### config.mk
export PLATFORM = sky130hd
export DESIGN_NAME = emra_arbiter
export DESIGN_NICKNAME = d
export VERILOG_FILES = /design/src/rtl/emra_prio.v /design/src/rtl/emra_arbiter.v
export VERILOG_INCLUDE_DIRS = /design/src /design/src/rtl
export SDC_FILE = /design/constraint.sdc
export NUM_CORES = 1
export LEC_CHECK = 0
export BUFFER_PORTS_ARGS = -buffer_cell sky130_fd_sc_hd__buf_2
export CAP_MARGIN = 15
export CORE_MARGIN = 5
export CORE_UTILIZATION = 47
export DETAILED_ROUTE_END_ITERATION = 12
export PLACE_DENSITY = 0.8
export SYNTH_ARGS = -nofsm -noshare
export SYNTH_HDL_FRONTEND = slang
export SYNTH_SLANG_ARGS = --single-unit
### constraint.sdc
create_clock -name clk -period 4.1 [get_ports clk]
set_clock_uncertainty 0.2 [all_clocks]
set_input_delay 0.82 -clock clk [delete_from_list [all_inputs] [get_ports clk]]
set_output_delay 0.82 -clock clk [all_outputs]
set_load 0.05 [all_outputs]
### src/rtl/emra_defs.vh
// Shared constants for the external memory request arbiter
`ifndef EMRA_DEFS_VH
`define EMRA_DEFS_VH

// ****************************************
// Register offsets
// ****************************************
`define EMRA_ADDR_W 4
`define EMRA_OFF_EXTERNAL_BUS_SELECT_REG 4'h0
`define EMRA_OFF_TYPE 4'h1
`define EMRA_OFF_STAT 4'h2
`define EMRA_OFF_RPEND 4'h3

// ****************************************
// Field positions and reset values
// ****************************************
`define EMRA_BIT_HOLD 0
`define EMRA_BIT_ACKN 1
`define EMRA_TYPE_RST 12'h249
`define EMRA_MT_ASYNC8 3'h0
`define EMRA_MT_ASYNC16 3'h1
`define EMRA_MT_SDRAM 3'h3

// ****************************************
// Requester indices, priority order
// ****************************************
`define EMRA_NREQ 8
`define EMRA_RQ_URG 0
`define EMRA_RQ_E 1
`define EMRA_RQ_F 2
`define EMRA_RQ_D 3
`define EMRA_RQ_C 4
`define EMRA_RQ_P 5
`define EMRA_RQ_DMA 6
`define EMRA_RQ_TRK 7

// ****************************************
// Timing counts
// ****************************************
`define EMRA_ACC_CYC 4'h3
`define EMRA_DEACT_CYC 4'h2

`endif

### src/rtl/emra_prio.v
// Fixed-priority picker, lowest index wins
`timescale 1ns/1ps
module emra_prio #(
    parameter N = 8
) (
    input wire [N-1:0] req,
    output reg [N-1:0] grant
);
    integer i;
    reg found;
    always @* begin
        grant = {N{1'b0}};
        found = 1'b0;
        for (i = 0; i < N; i = i + 1) begin
            if (req[i] && !found) begin
                grant[i] = 1'b1;
                found = 1'b1;
            end
        end
    end
endmodule

### src/rtl/emra_arbiter.v
// Request arbiter and bus-release core of the external memory port
`timescale 1ns/1ps
`include "emra_defs.vh"
module emra_arbiter #(
    parameter AW = 22,
    parameter ACC_CYC = 4,
    parameter DEACT_CYC = 2
) (
    input wire clk,
    input wire resetn,
    input wire [`EMRA_ADDR_W-1:0] reg_addr,
    input wire [15:0] reg_wdata,
    input wire reg_wr,
    input wire reg_rd,
    output reg [15:0] reg_rdata,
    input wire [`EMRA_NREQ-1:0] req_in,
    input wire req_long,
    input wire [AW+1:0] addr_e,
    input wire [AW+1:0] addr_f,
    input wire [AW+1:0] addr_d,
    input wire [AW+1:0] addr_c,
    input wire [AW+1:0] addr_p,
    input wire [AW+1:0] addr_dma,
    input wire dma_write,
    output reg [`EMRA_NREQ-1:0] req_done,
    output reg [`EMRA_NREQ-1:0] req_drop,
    output reg [3:0] chip_space_n,
    output reg [AW+1:0] mem_addr,
    output reg mem_write,
    output reg mem_long,
    output reg mem_busy,
    output reg mem_refresh,
    output reg mem_oe
);
    // ****************************************
    // States and helpers
    // ****************************************
    localparam ST_IDLE = 3'h0;
    localparam ST_ACC = 3'h1;
    localparam ST_DEAD = 3'h2;
    localparam ST_DEACT = 3'h3;
    localparam ST_HELD = 3'h4;
    localparam ST_RFSH = 3'h5;

    function [1:0] space_of;
        input [AW+1:0] a;
        begin
            space_of = a[AW+1:AW];
        end
    endfunction

    // SDRAM of two or four spaces answers on the first space's enable
    function [1:0] enable_of;
        input [1:0] sp;
        input [11:0] types;
        begin
            enable_of = sp;
            if (types[3*sp+:3] == `EMRA_MT_SDRAM
                    && types[3*(sp ^ 2'h1)+:3] == `EMRA_MT_SDRAM) begin
                enable_of = {sp[1], 1'b0};
                if (types[3*(sp ^ 2'h2)+:3] == `EMRA_MT_SDRAM
                        && types[3*(sp ^ 2'h3)+:3] == `EMRA_MT_SDRAM) begin
                    enable_of = 2'h0;
                end
            end
        end
    endfunction

    reg [2:0] state;
    reg [2:0] next_state;
    reg hold_req;
    reg ack_n;
    reg [11:0] mem_types;
    reg [`EMRA_NREQ-1:0] pend;
    reg [3:0] cnt;
    reg [1:0] last_space;
    reg last_write;
    reg last_valid;
    reg [`EMRA_NREQ-1:0] cur;
    reg [1:0] cur_space;
    reg cur_async;
    reg [`EMRA_NREQ-1:0] drop_mask;
    reg [AW+1:0] sel_addr;
    reg sel_write;
    reg [2:0] sel_type;

    // ****************************************
    // Pending requests and arbitration
    // ****************************************
    wire [`EMRA_NREQ-1:0] all_pend = pend | req_in;
    wire refresh_due = all_pend[`EMRA_RQ_URG] | all_pend[`EMRA_RQ_TRK];
    // After a release, due refreshes go before accesses
    reg after_hold;
    wire [`EMRA_NREQ-1:0] arb_mask = after_hold && refresh_due ?
        ((`EMRA_NREQ'h1 << `EMRA_RQ_URG) | (`EMRA_NREQ'h1 << `EMRA_RQ_TRK)) :
        {`EMRA_NREQ{1'b1}};
    wire [`EMRA_NREQ-1:0] grant;

    emra_prio #(
        .N(`EMRA_NREQ)
    ) u_prio (
        .req(all_pend & arb_mask),
        .grant(grant)
    );

    // Long access: one request on D or E; its partner bus is not a request
    always @* begin
        drop_mask = {`EMRA_NREQ{1'b0}};
        if (req_long) begin
            drop_mask[`EMRA_RQ_C] = req_in[`EMRA_RQ_D];
            drop_mask[`EMRA_RQ_F] = req_in[`EMRA_RQ_E];
        end
    end

    always @* begin
        sel_addr = {(AW+2){1'b0}};
        sel_write = 1'b0;
        if (grant[`EMRA_RQ_E]) begin
            sel_addr = addr_e;
            sel_write = 1'b1;
        end else if (grant[`EMRA_RQ_F]) begin
            sel_addr = addr_f;
            sel_write = 1'b1;
        end else if (grant[`EMRA_RQ_D]) begin
            sel_addr = addr_d;
        end else if (grant[`EMRA_RQ_C]) begin
            sel_addr = addr_c;
        end else if (grant[`EMRA_RQ_P]) begin
            sel_addr = addr_p;
        end else if (grant[`EMRA_RQ_DMA]) begin
            sel_addr = addr_dma;
            sel_write = dma_write;
        end
        sel_type = mem_types[3*space_of(sel_addr)+:3];
    end

    wire is_refresh = grant[`EMRA_RQ_URG] | grant[`EMRA_RQ_TRK];
    wire have_grant = |grant;
    wire sel_bad = !is_refresh && (sel_write && sel_type == `EMRA_MT_ASYNC8
        || sel_type != `EMRA_MT_ASYNC8 && sel_type != `EMRA_MT_ASYNC16
        && sel_type != `EMRA_MT_SDRAM);
    wire need_dead = last_valid && !is_refresh
        && (space_of(sel_addr) != last_space || sel_write != last_write);

    // ****************************************
    // Control state machine
    // ****************************************
    always @* begin
        next_state = state;
        case (state)
            ST_IDLE: begin
                if (hold_req) begin
                    next_state = ST_DEACT;
                end else if (have_grant && !sel_bad) begin
                    if (is_refresh) begin
                        next_state = ST_RFSH;
                    end else if (need_dead) begin
                        next_state = ST_DEAD;
                    end else begin
                        next_state = ST_ACC;
                    end
                end
            end
            ST_ACC: begin
                if (cnt == 4'h0) begin
                    next_state = cur_async ? ST_DEAD : ST_IDLE;
                end
            end
            ST_RFSH: begin
                if (cnt == 4'h0) begin
                    next_state = ST_IDLE;
                end
            end
            ST_DEAD: begin
                next_state = ST_IDLE;
            end
            ST_DEACT: begin
                if (cnt == 4'h0) begin
                    next_state = ST_HELD;
                end
            end
            ST_HELD: begin
                if (!hold_req) begin
                    next_state = ST_IDLE;
                end
            end
            default: begin
                next_state = ST_IDLE;
            end
        endcase
    end

    always @(posedge clk or negedge resetn) begin
        if (!resetn) begin
            state <= ST_HELD;
            hold_req <= 1'b0;
            ack_n <= 1'b1;
            mem_types <= `EMRA_TYPE_RST;
            pend <= {`EMRA_NREQ{1'b0}};
            cnt <= 4'h0;
            last_space <= 2'h0;
            last_write <= 1'b0;
            last_valid <= 1'b0;
            cur <= {`EMRA_NREQ{1'b0}};
            cur_space <= 2'h0;
            cur_async <= 1'b0;
            after_hold <= 1'b0;
            req_done <= {`EMRA_NREQ{1'b0}};
            req_drop <= {`EMRA_NREQ{1'b0}};
            chip_space_n <= 4'hF;
            mem_addr <= {(AW+2){1'b0}};
            mem_write <= 1'b0;
            mem_long <= 1'b0;
            mem_busy <= 1'b0;
            mem_refresh <= 1'b0;
            mem_oe <= 1'b0;
            reg_rdata <= 16'h0000;
        end else begin
            state <= next_state;
            req_done <= {`EMRA_NREQ{1'b0}};
            req_drop <= {`EMRA_NREQ{1'b0}};
            // Held requests stay pending through a release
            pend <= (pend | req_in) & ~drop_mask;
            if (cnt != 4'h0) begin
                cnt <= cnt - 4'h1;
            end
            case (state)
                ST_IDLE: begin
                    chip_space_n <= 4'hF;
                    mem_busy <= 1'b0;
                    mem_refresh <= 1'b0;
                    // Refresh-first ordering ends once no refresh is due
                    if (after_hold && !refresh_due) begin
                        after_hold <= 1'b0;
                    end
                    if (!hold_req && have_grant) begin
                        if (sel_bad) begin
                            pend <= ((pend & ~grant) | req_in) & ~drop_mask;
                            req_drop <= grant;
                        end else if (is_refresh) begin
                            cur <= grant;
                            cnt <= `EMRA_ACC_CYC;
                            mem_refresh <= 1'b1;
                            mem_busy <= 1'b1;
                        end else if (!need_dead) begin
                            cur <= grant;
                            cnt <= ACC_CYC[3:0] - 4'h1;
                            cur_space <= space_of(sel_addr);
                            cur_async <= sel_type != `EMRA_MT_SDRAM;
                            last_space <= space_of(sel_addr);
                            last_write <= sel_write;
                            last_valid <= 1'b1;
                            mem_addr <= sel_addr;
                            mem_write <= sel_write;
                            mem_long <= req_long && (grant[`EMRA_RQ_D] || grant[`EMRA_RQ_E]);
                            mem_busy <= 1'b1;
                            chip_space_n <= ~(4'h1 << enable_of(space_of(sel_addr),
                                mem_types));
                        end else begin
                            last_valid <= 1'b0;
                        end
                    end
                    if (hold_req) begin
                        cnt <= DEACT_CYC[3:0];
                    end
                end
                ST_ACC: begin
                    if (cnt == 4'h0) begin
                        pend <= ((pend & ~cur) | req_in) & ~drop_mask;
                        req_done <= cur;
                        mem_busy <= 1'b0;
                        chip_space_n <= 4'hF;
                        if (cur_async) begin
                            last_valid <= 1'b0;
                        end
                    end
                end
                ST_RFSH: begin
                    if (cnt == 4'h0) begin
                        pend <= ((pend & ~cur) | req_in) & ~drop_mask;
                        req_done <= cur;
                        mem_refresh <= 1'b0;
                        mem_busy <= 1'b0;
                    end
                end
                ST_DEAD: begin
                    chip_space_n <= 4'hF;
                end
                ST_DEACT: begin
                    chip_space_n <= 4'hF;
                    if (cnt == 4'h0) begin
                        mem_oe <= 1'b0;
                        ack_n <= 1'b0;
                    end
                end
                ST_HELD: begin
                    chip_space_n <= 4'hF;
                    if (!hold_req) begin
                        mem_oe <= 1'b1;
                        after_hold <= 1'b1;
                        last_valid <= 1'b0;
                    end
                end
                default: begin
                    chip_space_n <= 4'hF;
                end
            endcase
            if (!hold_req) begin
                ack_n <= 1'b1;
            end
            // ****************************************
            // Register port
            // ****************************************
            if (reg_wr) begin
                case (reg_addr)
                    `EMRA_OFF_EXTERNAL_BUS_SELECT_REG: begin
                        hold_req <= reg_wdata[`EMRA_BIT_HOLD];
                        if (!reg_wdata[`EMRA_BIT_HOLD]) begin
                            ack_n <= 1'b1;
                        end
                    end
                    `EMRA_OFF_TYPE: begin
                        mem_types <= reg_wdata[11:0];
                    end
                    default: begin
                        mem_types <= mem_types;
                    end
                endcase
            end
            reg_rdata <= 16'h0000;
            if (reg_rd) begin
                case (reg_addr)
                    `EMRA_OFF_EXTERNAL_BUS_SELECT_REG: reg_rdata <= {14'h0000, ack_n, hold_req};
                    `EMRA_OFF_TYPE: reg_rdata <= {4'h0, mem_types};
                    `EMRA_OFF_STAT: reg_rdata <= {13'h0000, state};
                    `EMRA_OFF_RPEND: reg_rdata <= {8'h00, pend};
                    default: reg_rdata <= 16'h0000;
                endcase
            end
        end
    end
endmodule

# Word-level counts from Yosys, hierarchy flattened
# Index checks and enable logic that the tools add are counted.
[classes] mul=4 bitwise=22 n_reduce_logical=58 addsub=1 shift=5 mux=99 eq_ne=27
[op_table] operator="$mux W24" n=6
[op_table] operator="$mux W8" n=10
[op_table] operator="$and A8 B8 Y8" n=6
[op_table] operator="$mux W4" n=12
[op_table] operator="$pmux W12 S4" n=1
[op_table] operator="$shiftx A12 B5 Y3" n=4
[op_table] operator="$mux W1" n=44
[op_table] operator="$or A8 B8 Y8" n=3
[op_table] operator="$mux W3" n=7
[op_table] operator="$logic_and A1 B1 Y1" n=20
[op_table] operator="$ne A2 B2 Y1 const B" n=10
[op_table] operator="$mux W2" n=9
[op_table] operator="$mul A2 B2 Y4 const A" n=4
[op_table] operator="$not A8 Y8" n=2
[op_table] operator="$pmux W8 S2" n=1
[op_table] operator="$eq A3 B2 Y1 const B" n=5
[op_table] operator="$pmux W3 S5" n=1
[op_table] operator="$mux W12" n=1
[op_table] operator="$pmux W4 S3" n=1
[op_table] operator="$logic_not A1 Y1" n=11
[op_table] operator="$reduce_and A2 Y1" n=5
[op_table] operator="$reduce_and A5 Y1" n=2
[op_table] operator="$eq A4 B2 Y1 const B" n=2
[op_table] operator="$logic_not A4 Y1" n=2
[op_table] operator="29 further kinds" n=47
[totals] wordCells=237 ff_bits=107 output_inout_bits=65

# Depth between registers and ports, before layout
# Gate-level depths: netlist of the first run.
[logic_depth] depth_word=49 ltp_mapped=12 depth_no_buf=9

# By module
# A second synthesis of the first run with hierarchy kept.
[hier_totals] hier_cells=593 hier_area_um2=5719.2
[by_module_without_submodules] mod="emra_arbiter" instances=1 seq_area_each_um2=2539.9 cells_each=582 area_per_inst_um2=5635.4
[by_module_without_submodules] mod="emra_prio" instances=1 seq_area_each_um2=0.0 cells_each=11 area_per_inst_um2=83.8

# Worst setup path after synthesis of the first run
# OpenSTA, ideal clock, no wires.
[synth_path] path_kind="in2reg" startpoint="in req_in[5]" endpoint="reg cur[1]" required_ns=3.775 slack_ns=0.559 t_arrival_ns=3.216 n_path_buf=2 stages=11 cell_sequence="or2_4 -> o311ai_4 -> a21oi_2 -> or2_1 -> buf_6 -> a211o_1 -> a211oi_4 -> and2_1 -> o21a_1 -> buf_6 -> mux2_4"
[synth_via] elab_chain_cells=22 word_cells_on_any_way=48 cone_classes="mul: 1; eq/ne: 5; shift: 1; mux: 18; bitwise: 4; reduce/logical: 19"
[synth_rtl] item="start, declared" line="emra_arbiter.v:16" source="input wire [`EMRA_NREQ-1:0] req_in,"
[synth_rtl] item="$or A8 B8 Y8 *" line="emra_arbiter.v:90" source="wire [`EMRA_NREQ-1:0] all_pend = pend | req_in;"
[synth_rtl] item="$and A8 B8 Y8 *" line="emra_arbiter.v:102" source=".req(all_pend & arb_mask),"
[synth_rtl] item="$logic_and A1 B1 Y1 *" line="emra_prio.v:15" source="if (req[i] && !found) begin"
[synth_rtl] item="$mux W1" line="emra_prio.v:15"
[synth_rtl] item="$logic_not A1 Y1" line="emra_prio.v:15"
[synth_rtl] item="$logic_and A1 B1 Y1" line="emra_prio.v:15"
[synth_rtl] item="$mux W1" line="emra_prio.v:15"
[synth_rtl] item="$mux W24" line="emra_arbiter.v:130" source="end else if (grant[`EMRA_RQ_DMA]) begin"
[synth_rtl] item="(+5 left out)"
[synth_rtl] item="$mul A2 B2 Y4" line="emra_arbiter.v:134" source="sel_type = mem_types[3*space_of(sel_addr)+:3];"
[synth_rtl] item="$shiftx A12 B5 Y3" line="emra_arbiter.v:134"
[synth_rtl] item="$ne A3 B1 Y1 (no line) or $reduce_bool A3 Y1 (tied branches)"
[synth_rtl] item="$logic_and A1 B1 Y1 (no line) (2 in series)"
[synth_rtl] item="$logic_or A1 B1 Y1 (no line)"
[synth_rtl] item="$logic_and A1 B1 Y1" line="emra_arbiter.v:139" source="wire sel_bad = !is_refresh && (sel_write && sel_type == `EMRA_MT_ASYNC8"
[synth_rtl] item="$not A1 Y1 (no line)"
[synth_rtl] item="$reduce_and A4 Y1 (no line)"
[synth_rtl] item="end signal, assigned" line="emra_arbiter.v:204" source="cur <= {`EMRA_NREQ{1'b0}};"
[synth_rtl] item="end signal, assigned" line="emra_arbiter.v:241" source="cur <= grant;"
[synth_rtl] item="end signal, assigned" line="emra_arbiter.v:246" source="cur <= grant;"
[synth_rtl] item="end, declared" line="emra_arbiter.v:79" source="reg [`EMRA_NREQ-1:0] cur;"
# Mark *: on every way between the ends. The rest lies on a longest branch, timed or not.
# A chain may end at the register's enable or synchronous reset.

# Final worst setup path of the first run
[layout_path] startpoint="in req_in[3]" endpoint="reg cnt[1]"
[layout_via] elab_chain_cells=30 word_cells_on_any_way=58 cone_classes="mul: 1; eq/ne: 4; shift: 1; mux: 27; bitwise: 3; reduce/logical: 22"
[layout_rtl] item="$or A8 B8 Y8 *" line="emra_arbiter.v:90"
[layout_rtl] item="$and A8 B8 Y8 *" line="emra_arbiter.v:102"
[layout_rtl] item="$logic_and A1 B1 Y1 *" line="emra_prio.v:15"
[layout_rtl] item="$mux W1" line="emra_prio.v:15"
[layout_rtl] item="$logic_not A1 Y1" line="emra_prio.v:15"
[layout_rtl] item="$logic_and A1 B1 Y1" line="emra_prio.v:15"
[layout_rtl] item="$mux W1" line="emra_prio.v:15"
[layout_rtl] item="$logic_not A1 Y1" line="emra_prio.v:15"
[layout_rtl] item="(+13 left out)"
[layout_rtl] item="$ne A3 B1 Y1 (no line) or $reduce_bool A3 Y1 (tied branches)"
[layout_rtl] item="$logic_and A1 B1 Y1 (no line) (2 in series)"
[layout_rtl] item="$logic_or A1 B1 Y1 (no line)"
[layout_rtl] item="$logic_and A1 B1 Y1" line="emra_arbiter.v:139"
[layout_rtl] item="$mux W4" line="emra_arbiter.v:237" source="if (sel_bad) begin"
[layout_rtl] item="$mux W4 *" line="emra_arbiter.v:236" source="if (!hold_req && have_grant) begin"
[layout_rtl] item="$mux W4 *" line="emra_arbiter.v:263" source="if (hold_req) begin"
[layout_rtl] item="$mux W4 *" line="emra_arbiter.v:227" source="case (state)"
[layout_rtl] item="end signal, assigned" line="emra_arbiter.v:225" source="cnt <= cnt - 4'h1;"
[layout_rtl] item="end signal, assigned" line="emra_arbiter.v:242" source="cnt <= `EMRA_ACC_CYC;"
[layout_rtl] item="end signal, assigned" line="emra_arbiter.v:264" source="cnt <= DEACT_CYC[3:0];"
[layout_rtl] item="end, declared" line="emra_arbiter.v:75" source="reg [3:0] cnt;"
# Marks and branches as above.

==> results.sh, run 1 <==
export IMPL_run_status="finished, final reports clean"
export IMPL_rsz0062_at_grt="no"
export IMPL_endpoint_kind="flip-flop"
export IMPL_synth_edff_count=0
export IMPL_htree_num_levels=3
export IMPL_final_cell_mix="233 x buf_2, 91 x dfrtp_1, 78 x nand2_1"
export IMPL_worstPathCellList="buf_2 -> nor4_1 -> nand2_1 -> nor3_1 -> and3_1 -> nor3_1 -> o21a_1 -> buf_4 -> or3_1"
export IMPL_synth_top_area_cell="dfrtp_1"
export IMPL_ys_warn_count=0
export IMPL_fmax_mhz=276
export IMPL_drt_wl_total_mm=17.8
export IMPL_wire_per_inst_um=19.1
export IMPL_timing_slew_headroom_pct=47.0
export IMPL_drive_gt1_share_pct=41.4
export IMPL_ios=243
export IMPL_vias=5310
export IMPL_fin_nets=964
export IMPL_start_util_pct=48.6
export IMPL_cts_resized=0
export IMPL_hold_class="reg -> reg"
export IMPL_tns_ns=0
export IMPL_clock_latency_ns=0.35
export IMPL_drc=0
export IMPL_n_fill_cell=930
export IMPL_cap_violations=0
export IMPL_crit_fanout=7
export IMPL_syn_cell_area_um2=5310
export IMPL_worstSetupStartpointType="input port"
export IMPL_dieArea_um2=13500
export IMPL_cts_root_buf="clkbuf_16"
export IMPL_portBuffers=234
export IMPL_antenna_found_initial=3
export IMPL_ant_nets=0
export IMPL_holdBufCountCts=0
export IMPL_drtIter0Drc=348
export IMPL_die_h_um=116
export IMPL_fin_crit_ns=3.62
export IMPL_grt_max_degree=65
export IMPL_synth_area_top_cells="dfrtp_1 43%, a22oi_1 6.4%, nand2_1 5.5%, dfstp_2 4.9%, a221oi_1 3.6%"
export IMPL_placementRows=38
export IMPL_slowest_delay_ns=0.68
export IMPL_syn_inst=542
export IMPL_clock_path_buffers=2
export IMPL_yosys_cell_types_count=71
export IMPL_crit_required_ns=4.12
export IMPL_die_w_um=116
export IMPL_grt_ovfl_total=0
export IMPL_power_density_nw_per_um2=419
export IMPL_p_leak_uw=0.00356
export IMPL_finalCritPeriodShare_pct=88.3
export IMPL_postCtsSetupBuffers=0
export IMPL_hold_viol=0
export IMPL_synth_main_ff_cell="dfrtp_1"
export IMPL_dpl_hpwl_mm=14.1
export IMPL_cts_sinks=101
export IMPL_tightest_slew_ns=0.795
export IMPL_cts_buffers=9
export IMPL_synth_top_area_share_pct=42.9
export IMPL_ys_seq_area_share_pct=47.8
export IMPL_core_region_area_um2=10900
export IMPL_cp_slowest_cell="nor3_1"
export IMPL_cp_arrival_ns=3.64
export IMPL_cts_tree="yes"
export IMPL_grt_use_total_pct=26.2
export IMPL_final_common_cell="buf_2"
export IMPL_final_max_slew_viol_count=0
export IMPL_grt_pass1_wl_mm=27.4
export IMPL_setup_viol=0
export IMPL_clk_pin_slew_ns=0.07
export IMPL_routed_via_density=5.69
export IMPL_grt_pass1_vias=5550
export IMPL_ir_drop_mv=0.238
export IMPL_synthArstFlopShare_pct=100
export IMPL_avgSynthCellArea_um2=9.80
export IMPL_cpMostUsedCell="nor3_1"
export IMPL_dr_pass1_iters=5
export IMPL_crit_type="in -> reg"
export IMPL_layout_area_overhead_vs_synth_pct=32.4
export IMPL_gp_congestion=0.919
export IMPL_final_core_util_pct=64.3
export IMPL_postSynthRegisterBits=101
[routing by layer]
metal / part of all wire [%] / GRT usage, %
met1: 36 / 29.7
met2: 53 / 47.4
met3: 8.5 / 5.96
met4: 2.2 / 10.7
met5: 0 / 0
[area by class of cell]
class / count / area, µm² / area share, %
sequential: 101 / 2540 / 36.1
multi-input combinational: 397 / 2590 / 36.9
clock buffer: 9 / 225 / 3.20
clock inverter: 7 / 72.6 / 1.03
antenna: 3 / 7.51 / 0.107
timing repair buffer: 257 / 1350 / 19.1
tap: 140 / 175 / 2.49
inverter: 19 / 71.3 / 1.01
[worst max-delay path, delay by kind of cell]
family	cells	cell delay (ns)
AND/OR/NAND/NOR	6	2.16
buffers and inverters	2	0.36
AO/OA/AOI/OAI	1	0.31
[synthesized netlist by cell type, drive strengths merged (3+ instances only)]
cell type / n
dfrtp: 91
nand2: 78
a22oi: 45
nor2: 41
o21ai: 41
a221oi: 22
mux2: 22
clkbuf: 20
inv: 18
and2: 16
a21oi: 14
nor3: 13
buf: 10
dfstp: 10
or2: 7
mux2i: 6
nand3: 6
nor4: 6
o31ai: 6
a31oi: 5
and3: 5
a211oi: 3
o21bai: 3
o22ai: 3
o32a: 3
or3: 3
xnor2: 3
[through the flow]
| step | cell area (µm²) | std cells | hold WS (ns) | total power [µW] | setup WS, ns |
|---|---|---|---|---|---|
| 3_5_place_dp | 6730 | 914 | 0.266 | 2100 | 0.152 |
| 6_report | 7030 | 933 | 0.277 | 2950 | 0.480 |
| 3_3_place_gp | 6730 | 914 | 0.261 | 2050 | 0.169 |
| 2_1_floorplan | 5330 | 547 | 0.252 | 1790 | 0.559 |
| 5_1_grt | 7030 | 933 | 0.317 | 3090 | 0.299 |
| 4_1_cts | 7030 | 930 | 0.281 | 2950 | 0.504 |
[power breakdown]
group          switching (µW)  internal (µW)
Clock                     385            477
Sequential                135           1130
Combinational             500            326
Total                    1020           1930
[kinds of logic (layout without fill, tap and decap cells)]
| family | Yosys count | count (layout) | synth area share (%) |
|---|---|---|---|
| muxes | 30 | 30 | 7.21 |
| adders and majority gates | 1 | 1 | 0.235 |
| and+or+nand+nor | 183 | 183 | 16.2 |
| other | 1 | 9 | 0.0706 |
| AOI/OAI and AO/OA | 173 | 173 | 23.6 |
| DFF | 101 | 101 | 47.8 |
| buffers and inverters | 49 | 292 | 4.22 |
| xor gates and xnor gates | 4 | 4 | 0.660 |
[state kept, by name (all words and copies together), names as in the netlist]
signal and flops:
last_valid 1, cur 8, req_drop 8, chip_space_n 4, hold_req 1, mem_long 1
cnt 4, after_hold 1, pend 8, mem_oe 1, state 3, mem_refresh 1
req_done 8, last_write 1, reg_rdata 12, mem_types 12, ack_n 1, cur_async 1
mem_busy 1, mem_addr 24
[final timing paths]
check,start,to,slack [ns],depth (start not counted)
hold / removal,mem_addr[2]$_DFFE_PN0P_,mem_addr[2]$_DFFE_PN0P_,0.28,2
min in group asynchronous,resetn,req_drop[4]$_DFF_PN0_,0.37,1
max in group asynchronous,resetn,state[2]$_DFFE_PN1P_,2.48,2
setup / recovery,req_in[3],cnt[1]$_DFF_PN0_,0.48,9
setup reg to reg,pend[2]$_DFF_PN0_,mem_addr[9]$_DFFE_PN0P_,0.58,11
hold reg to reg,mem_addr[2]$_DFFE_PN0P_,mem_addr[2]$_DFFE_PN0P_,0.28,2
Note: power is estimated with default switching activity, not from simulation.
==> run 2, diff against run 1 <==
CELL_PAD_IN_SITES_DETAIL_PLACEMENT = 2   (was default)
CELL_PAD_IN_SITES_GLOBAL_PLACEMENT = 2   (was default)
CORE_UTILIZATION = 27   (was 47)
PLACE_DENSITY = default   (was 0.8)
PLACE_DENSITY_LB_ADDON = 0.1   (was default)
==> results.sh, run 2 (synthesis results as in run 1) <==
export IMPL_run_status="finished, final reports clean"
export IMPL_clock_latency_ns=0.36
export IMPL_regMostFlops="mem_addr"
export IMPL_cp_slowest_cell="a211oi_4"
export IMPL_hold_class="reg -> reg"
export IMPL_grt_use_total_pct=19.2
export IMPL_rsz0062_at_grt="no"
export IMPL_holdBufCountCts=0
export IMPL_crit_fanout=24
export IMPL_postCtsSetupBuffers=0
export IMPL_largest_reg_flops=24
export IMPL_cts_tree="yes"
export IMPL_die_w_um=150
export IMPL_reg_largest_list="mem_addr: 24 flops, mem_types: 12 flops, reg_rdata: 12 flops"
export IMPL_dieArea_um2=22600
export IMPL_slowest_delay_ns=0.43
export IMPL_routed_via_density=5.05
export IMPL_worstPathCellList="buf_2 -> nor4_4 -> nand3_1 -> o32a_1 -> nand2_1 -> o211ai_1 -> a211oi_4 -> nand4_2 -> buf_4 -> nand2_1 -> o21ai_1"
export IMPL_wire_per_inst_um=20.6
export IMPL_ant_nets=0
export IMPL_layout_area_overhead_vs_synth_pct=36.5
export IMPL_cap_violations=0
export IMPL_path_delay_family="simple AND/OR/NAND/NOR gates"
export IMPL_clock_path_buffers=2
export IMPL_tightest_slew_ns=0.708
export IMPL_crit_type="in -> reg"
export IMPL_grt_max_degree=102
export IMPL_worstSetupStartpointType="input port"
export IMPL_endpoint_kind="flip-flop"
export IMPL_cts_buffers=9
export IMPL_cpMostUsedCell="nand2_1"
export IMPL_core_region_area_um2=19400
export IMPL_htree_num_levels=3
export IMPL_ios=243
export IMPL_fin_crit_ns=3.60
export IMPL_dpl_hpwl_mm=17.2
export IMPL_final_common_cell="buf_2"
export IMPL_cts_resized=0
export IMPL_die_h_um=150
export IMPL_drt_wl_total_mm=21.8
export IMPL_cp_arrival_ns=3.63
export IMPL_setup_viol=0
export IMPL_dp_slack_ns=0.0587
export IMPL_fmax_mhz=278
export IMPL_grt_pass1_vias=6198
export IMPL_grt_pass1_wl_mm=33.7
export IMPL_antenna_found_initial=2
export IMPL_timing_slew_headroom_pct=52.4
export IMPL_gp_congestion=0.811
export IMPL_placementRows=51
export IMPL_ir_drop_mv=0.175
export IMPL_p_leak_uw=0.00359
export IMPL_final_max_slew_viol_count=0
export IMPL_start_util_pct=27.4
export IMPL_clk_pin_slew_ns=0.07
export IMPL_n_fill_cell=2235
export IMPL_crit_required_ns=4.13
export IMPL_tns_ns=0
export IMPL_drc=0
export IMPL_final_cell_mix="233 x buf_2, 91 x dfrtp_1, 78 x nand2_1"
export IMPL_power_density_nw_per_um2=418
export IMPL_cts_root_buf="clkbuf_16"
export IMPL_cts_sinks=101
export IMPL_drtIter0Drc=164
export IMPL_vias=5355
export IMPL_portBuffers=234
export IMPL_layout_setup_ws_ns=0.499
export IMPL_finalCritPeriodShare_pct=87.8
export IMPL_hold_viol=0
export IMPL_dr_pass1_iters=4
export IMPL_fin_nets=967
export IMPL_grt_ovfl_total=0
export IMPL_drive_gt1_share_pct=41.6
export IMPL_final_core_util_pct=37.4
export IMPL_cp_buffers_inverters=2
## run 2: area by class of cell
class	count	area (µm²)	area share, %
Antenna cell	3	7.51	0.104
Multi-Input combinational cell	397	2590	35.8
Inverter	19	71.3	0.983
Clock inverter	7	88.8	1.22
Clock buffer	9	225	3.11
Timing Repair Buffer	260	1390	19.2
Tap cell	265	332	4.57
Sequential cell	101	2540	35.0
## run 2: worst register-to-register path, stage by stage (launching register included)
cell	delay (ns)
dfrtp_1	0.49
nor4_4	0.41
nand3_1	0.25
o32a_1	0.41
nand2_1	0.15
o211ai_1	0.17
a211oi_4	0.44
nand4_2	0.37
buf_4	0.37
nand2_1	0.09
o21ai_1	0.07
## run 2: metrics by stage
| stage | cell area (µm²) | hold slack (ns) | power, µW | instances |
|---|---|---|---|---|
| 6_report | 7250 | 0.281 | 3030 | 1061 |
| 5_1_grt | 7250 | 0.323 | 3220 | 1059 |
| 3_3_place_gp | 6930 | 0.262 | 2100 | 1042 |
| 2_1_floorplan | 5330 | 0.252 | 1790 | 547 |
| 3_5_place_dp | 6930 | 0.269 | 2150 | 1042 |
| 4_1_cts | 7250 | 0.288 | 3080 | 1058 |
## run 2: power breakdown
| group | leakage (µW) | switching [µW] | internal (µW) | total (µW) |
|---|---|---|---|---|
| Combinational | 0.00215 | 521 | 335 | 856 |
| Clock | 0.000156 | 420 | 489 | 908 |
| Sequential | 0.00129 | 140 | 1130 | 1270 |
| Total | 0.00359 | 1080 | 1950 | 3030 |
## run 2: path summary, 6_finish.rpt
check	startpoint	end	slack, ns	cells after the start
setup / recovery	req_in[2]	mem_addr[11]$_DFFE_PN0P_	0.50	11
hold / removal	mem_addr[2]$_DFFE_PN0P_	mem_addr[2]$_DFFE_PN0P_	0.28	2
setup reg to reg	pend[2]$_DFF_PN0_	mem_addr[11]$_DFFE_PN0P_	0.56	10
hold reg to reg	mem_addr[2]$_DFFE_PN0P_	mem_addr[2]$_DFFE_PN0P_	0.28	2
max in group asynchronous	resetn	req_drop[3]$_DFF_PN0_	2.96	2
min in group asynchronous	resetn	mem_oe$_DFFE_PN0P_	0.32	2
## run 2: per-layer routing
metal | track usage (%) | routed length (µm)
met5 | 0 | 12
met2 | 33.7 | 11200
met4 | 7.55 | 554
met3 | 5.54 | 1610
met1 | 22.0 | 8470
==> run 3, diff against run 2 <==
ABC_AREA = 1   (was default)
CORE_UTILIZATION = 26   (was 27)
GPL_TIMING_DRIVEN = 0   (was default)
==> results.sh, run 3 <==
export IMPL_synth_edff_count=0
export IMPL_cap_violations=0
export IMPL_synth_most_common_cell="nand2_1"
export IMPL_cts_sinks=101
export IMPL_portBuffers=234
export IMPL_dpl_hpwl_mm=20.4
export IMPL_avgSynthCellArea_um2=7.92
export IMPL_reg_largest_list="mem_addr: 24 flops, mem_types: 12 flops, reg_rdata: 12 flops"
export IMPL_run_status="finished, final reports clean"
export IMPL_grt_max_degree=64
export IMPL_antenna_found_initial=11
export IMPL_tightest_slew_ns=0.863
export IMPL_drive_gt1_share_pct=33.0
export IMPL_ant_nets=0
export IMPL_grtUsageMet3_pct=6.62
export IMPL_ys_warn_count=0
export IMPL_synth_main_ff_cell="dfrtp_1"
export IMPL_fmax_mhz=271
export IMPL_synth_area_mux_share_pct=1.03
export IMPL_dieArea_um2=24100
export IMPL_hold_class="reg -> reg"
export IMPL_grt_pass1_wl_mm=37.9
export IMPL_fin_crit_ns=3.68
export IMPL_routed_via_density=4.76
export IMPL_rsz0062_at_grt="no"
export IMPL_busiest_layer="met2"
export IMPL_largest_reg_flops=24
export IMPL_endpoint_kind="flip-flop"
export IMPL_ios=243
export IMPL_p_leak_uw=0.00390
export IMPL_syn_inst=693
export IMPL_vias=5835
export IMPL_synth_fa_ha_area_share_pct=0.228
export IMPL_ys_seq_area_share_pct=46.3
export IMPL_cts_resized=1
export IMPL_gr_usage_met2_pct=36.6
export IMPL_fin_nets=1123
export IMPL_synth_area_top_cells="dfrtp_1 41%, nand2_1 15%, dfstp_2 4.8%, inv_1 4.4%, nand3_1 4.0%"
export IMPL_grt_ovfl_total=0
export IMPL_synth_compound_area_share_pct=14.5
export IMPL_worstSetupStartpointType="input port"
export IMPL_grt_use_total_pct=20.4
export IMPL_cp_arrival_ns=3.72
export IMPL_synth_top_area_share_pct=41.5
export IMPL_timing_slew_headroom_pct=42.5
export IMPL_ys_top_cells_by_count="221 x nand2_1, 91 x dfrtp_1, 65 x inv_1"
export IMPL_ir_drop_mv=0.164
export IMPL_gp_congestion=0.801
export IMPL_drtIter0Drc=179
export IMPL_cts_root_buf="clkbuf_16"
export IMPL_cts_buffers=9
export IMPL_htree_num_levels=3
export IMPL_holdBufCountCts=0
export IMPL_core_region_area_um2=20900
export IMPL_final_cell_mix="233 x buf_2, 221 x nand2_1, 91 x dfrtp_1"
export IMPL_postCtsSetupBuffers=0
export IMPL_yosys_cell_types_count=44
export IMPL_clock_latency_ns=0.36
export IMPL_regMostFlops="mem_addr"
export IMPL_dr_pass1_iters=4
export IMPL_postSynthRegisterBits=101
export IMPL_tns_ns=0
export IMPL_die_h_um=155
export IMPL_synth_top_area_cell="dfrtp_1"
export IMPL_syn_cell_area_um2=5490
export IMPL_use_met1_pct=23.1
export IMPL_synth_xor_area_share_pct=0.638
export IMPL_setup_viol=0
export IMPL_grt_pass1_vias=6696
export IMPL_crit_required_ns=4.13
export IMPL_crit_fanout=10
export IMPL_hold_viol=0
export IMPL_layout_area_overhead_vs_synth_pct=34.0
export IMPL_wire_per_inst_um=20.1
export IMPL_final_common_cell="buf_2"
export IMPL_final_core_util_pct=35.2
export IMPL_clock_path_buffers=2
export IMPL_clk_pin_slew_ns=0.07
export IMPL_crit_type="in -> reg"
export IMPL_cts_tree="yes"
export IMPL_placementRows=53
export IMPL_worst_hold_slack_ns=0.281
export IMPL_synth_top_family_by_area="simple AND/OR/NAND/NOR gates"
export IMPL_die_w_um=155
export IMPL_drt_wl_total_mm=24.7
export IMPL_start_util_pct=26.3
export IMPL_drc=0
export IMPL_power_density_nw_per_um2=386
export IMPL_finalCritPeriodShare_pct=89.8
export IMPL_final_max_slew_viol_count=0
export IMPL_synth_simple_area_share_pct=29.6
export IMPL_synthArstFlopShare_pct=100
-- run 3: changes by cell type after synthesis, sizes merged, moves of 17 or more --
cell   before  now
a22o        1   21
a22oi      45    2
inv        18   71
mux2       22    5
nand2      78  231
nand3       6   49
-- run 3: final timing paths --
kind / from / to / slack (ns) / depth (start not counted)
setup / recovery: req_in[7] / state[0]$_DFFE_PN0P_ / 0.42 / 24
min in group asynchronous: resetn / cnt[3]$_DFF_PN0_ / 0.36 / 1
max in group asynchronous: resetn / state[2]$_DFFE_PN1P_ / 2.56 / 2
hold reg to reg: mem_addr[0]$_DFFE_PN0P_ / mem_addr[0]$_DFFE_PN0P_ / 0.28 / 2
setup reg to reg: pend[7]$_DFF_PN0_ / state[0]$_DFFE_PN0P_ / 0.51 / 23
hold / removal: mem_addr[0]$_DFFE_PN0P_ / mem_addr[0]$_DFFE_PN0P_ / 0.28 / 2
-- run 3: routing by layer --
metal  part of all wire, %  wire length [µm]
met1                    39              9510
met2                    52             12800
met3                   7.4              1820
met4                   2.0               501
met5                  0.36                89
-- run 3: worst max-delay path, cell delays in order --
cell and delay (ns):
buf_2 0.11, nor2_2 0.23, nand2_1 0.11, nand2_2 0.11, inv_2 0.08, nor2_4 0.15, inv_2 0.06, nor2_4 0.26
nand2_1 0.09, nand2_1 0.07, inv_1 0.05, nand4_2 0.10, nand2_4 0.11, nand2_4 0.09, buf_6 0.14, nand2_1 0.05
nand3_1 0.09, nand2_1 0.09, nand2_2 0.12, nand3_4 0.18, nand2_2 0.26, o21ai_2 0.14, inv_1 0.12, nand2_1 0.07
-- run 3: final cells by class --
cell class                 instances  area [µm²]
clock inverter                     7        67.6
sequential                       101        2540
antenna                            3        7.51
clock buffer                       9         225
inverter                          72         270
fill                            2511       13500
tap                              275         344
timing repair buffer             235        1190
buffer                            25         150
multi-input combinational        500        2560
-- run 3: power by group --
part	total, µW	internal, µW	switching (µW)	leakage (µW)
clock network	856	430	427	0.000142
logic	778	246	533	0.00247
registers	1200	1110	88.5	0.00129
total	2840	1790	1050	0.00390
-- run 3: cells by family (layout without fill, tap and decap cells) --
family                   Yosys count  in the layout
buffers and inverters             97            348
XOR/XNOR                           4              4
other                              1              9
multiplexers                       5              5
AO/OA/AOI/OAI                    119            119
flip-flops                       101            101
AND/OR/NAND/NOR                  365            365
adder cells (fa/ha/maj)            1              1
-- run 3: metrics by stage --
step | cell area, µm² | instances | power, µW | setup slack [ns]
CTS | 7340 | 1224 | 2890 | 0.224
finish | 7350 | 1227 | 2840 | 0.416
global route | 7350 | 1227 | 3010 | 0.129
detailed placement | 7050 | 1208 | 2010 | -0.511
floorplan | 5510 | 698 | 1680 | 0.923
global placement | 7020 | 1207 | 1980 | -0.536
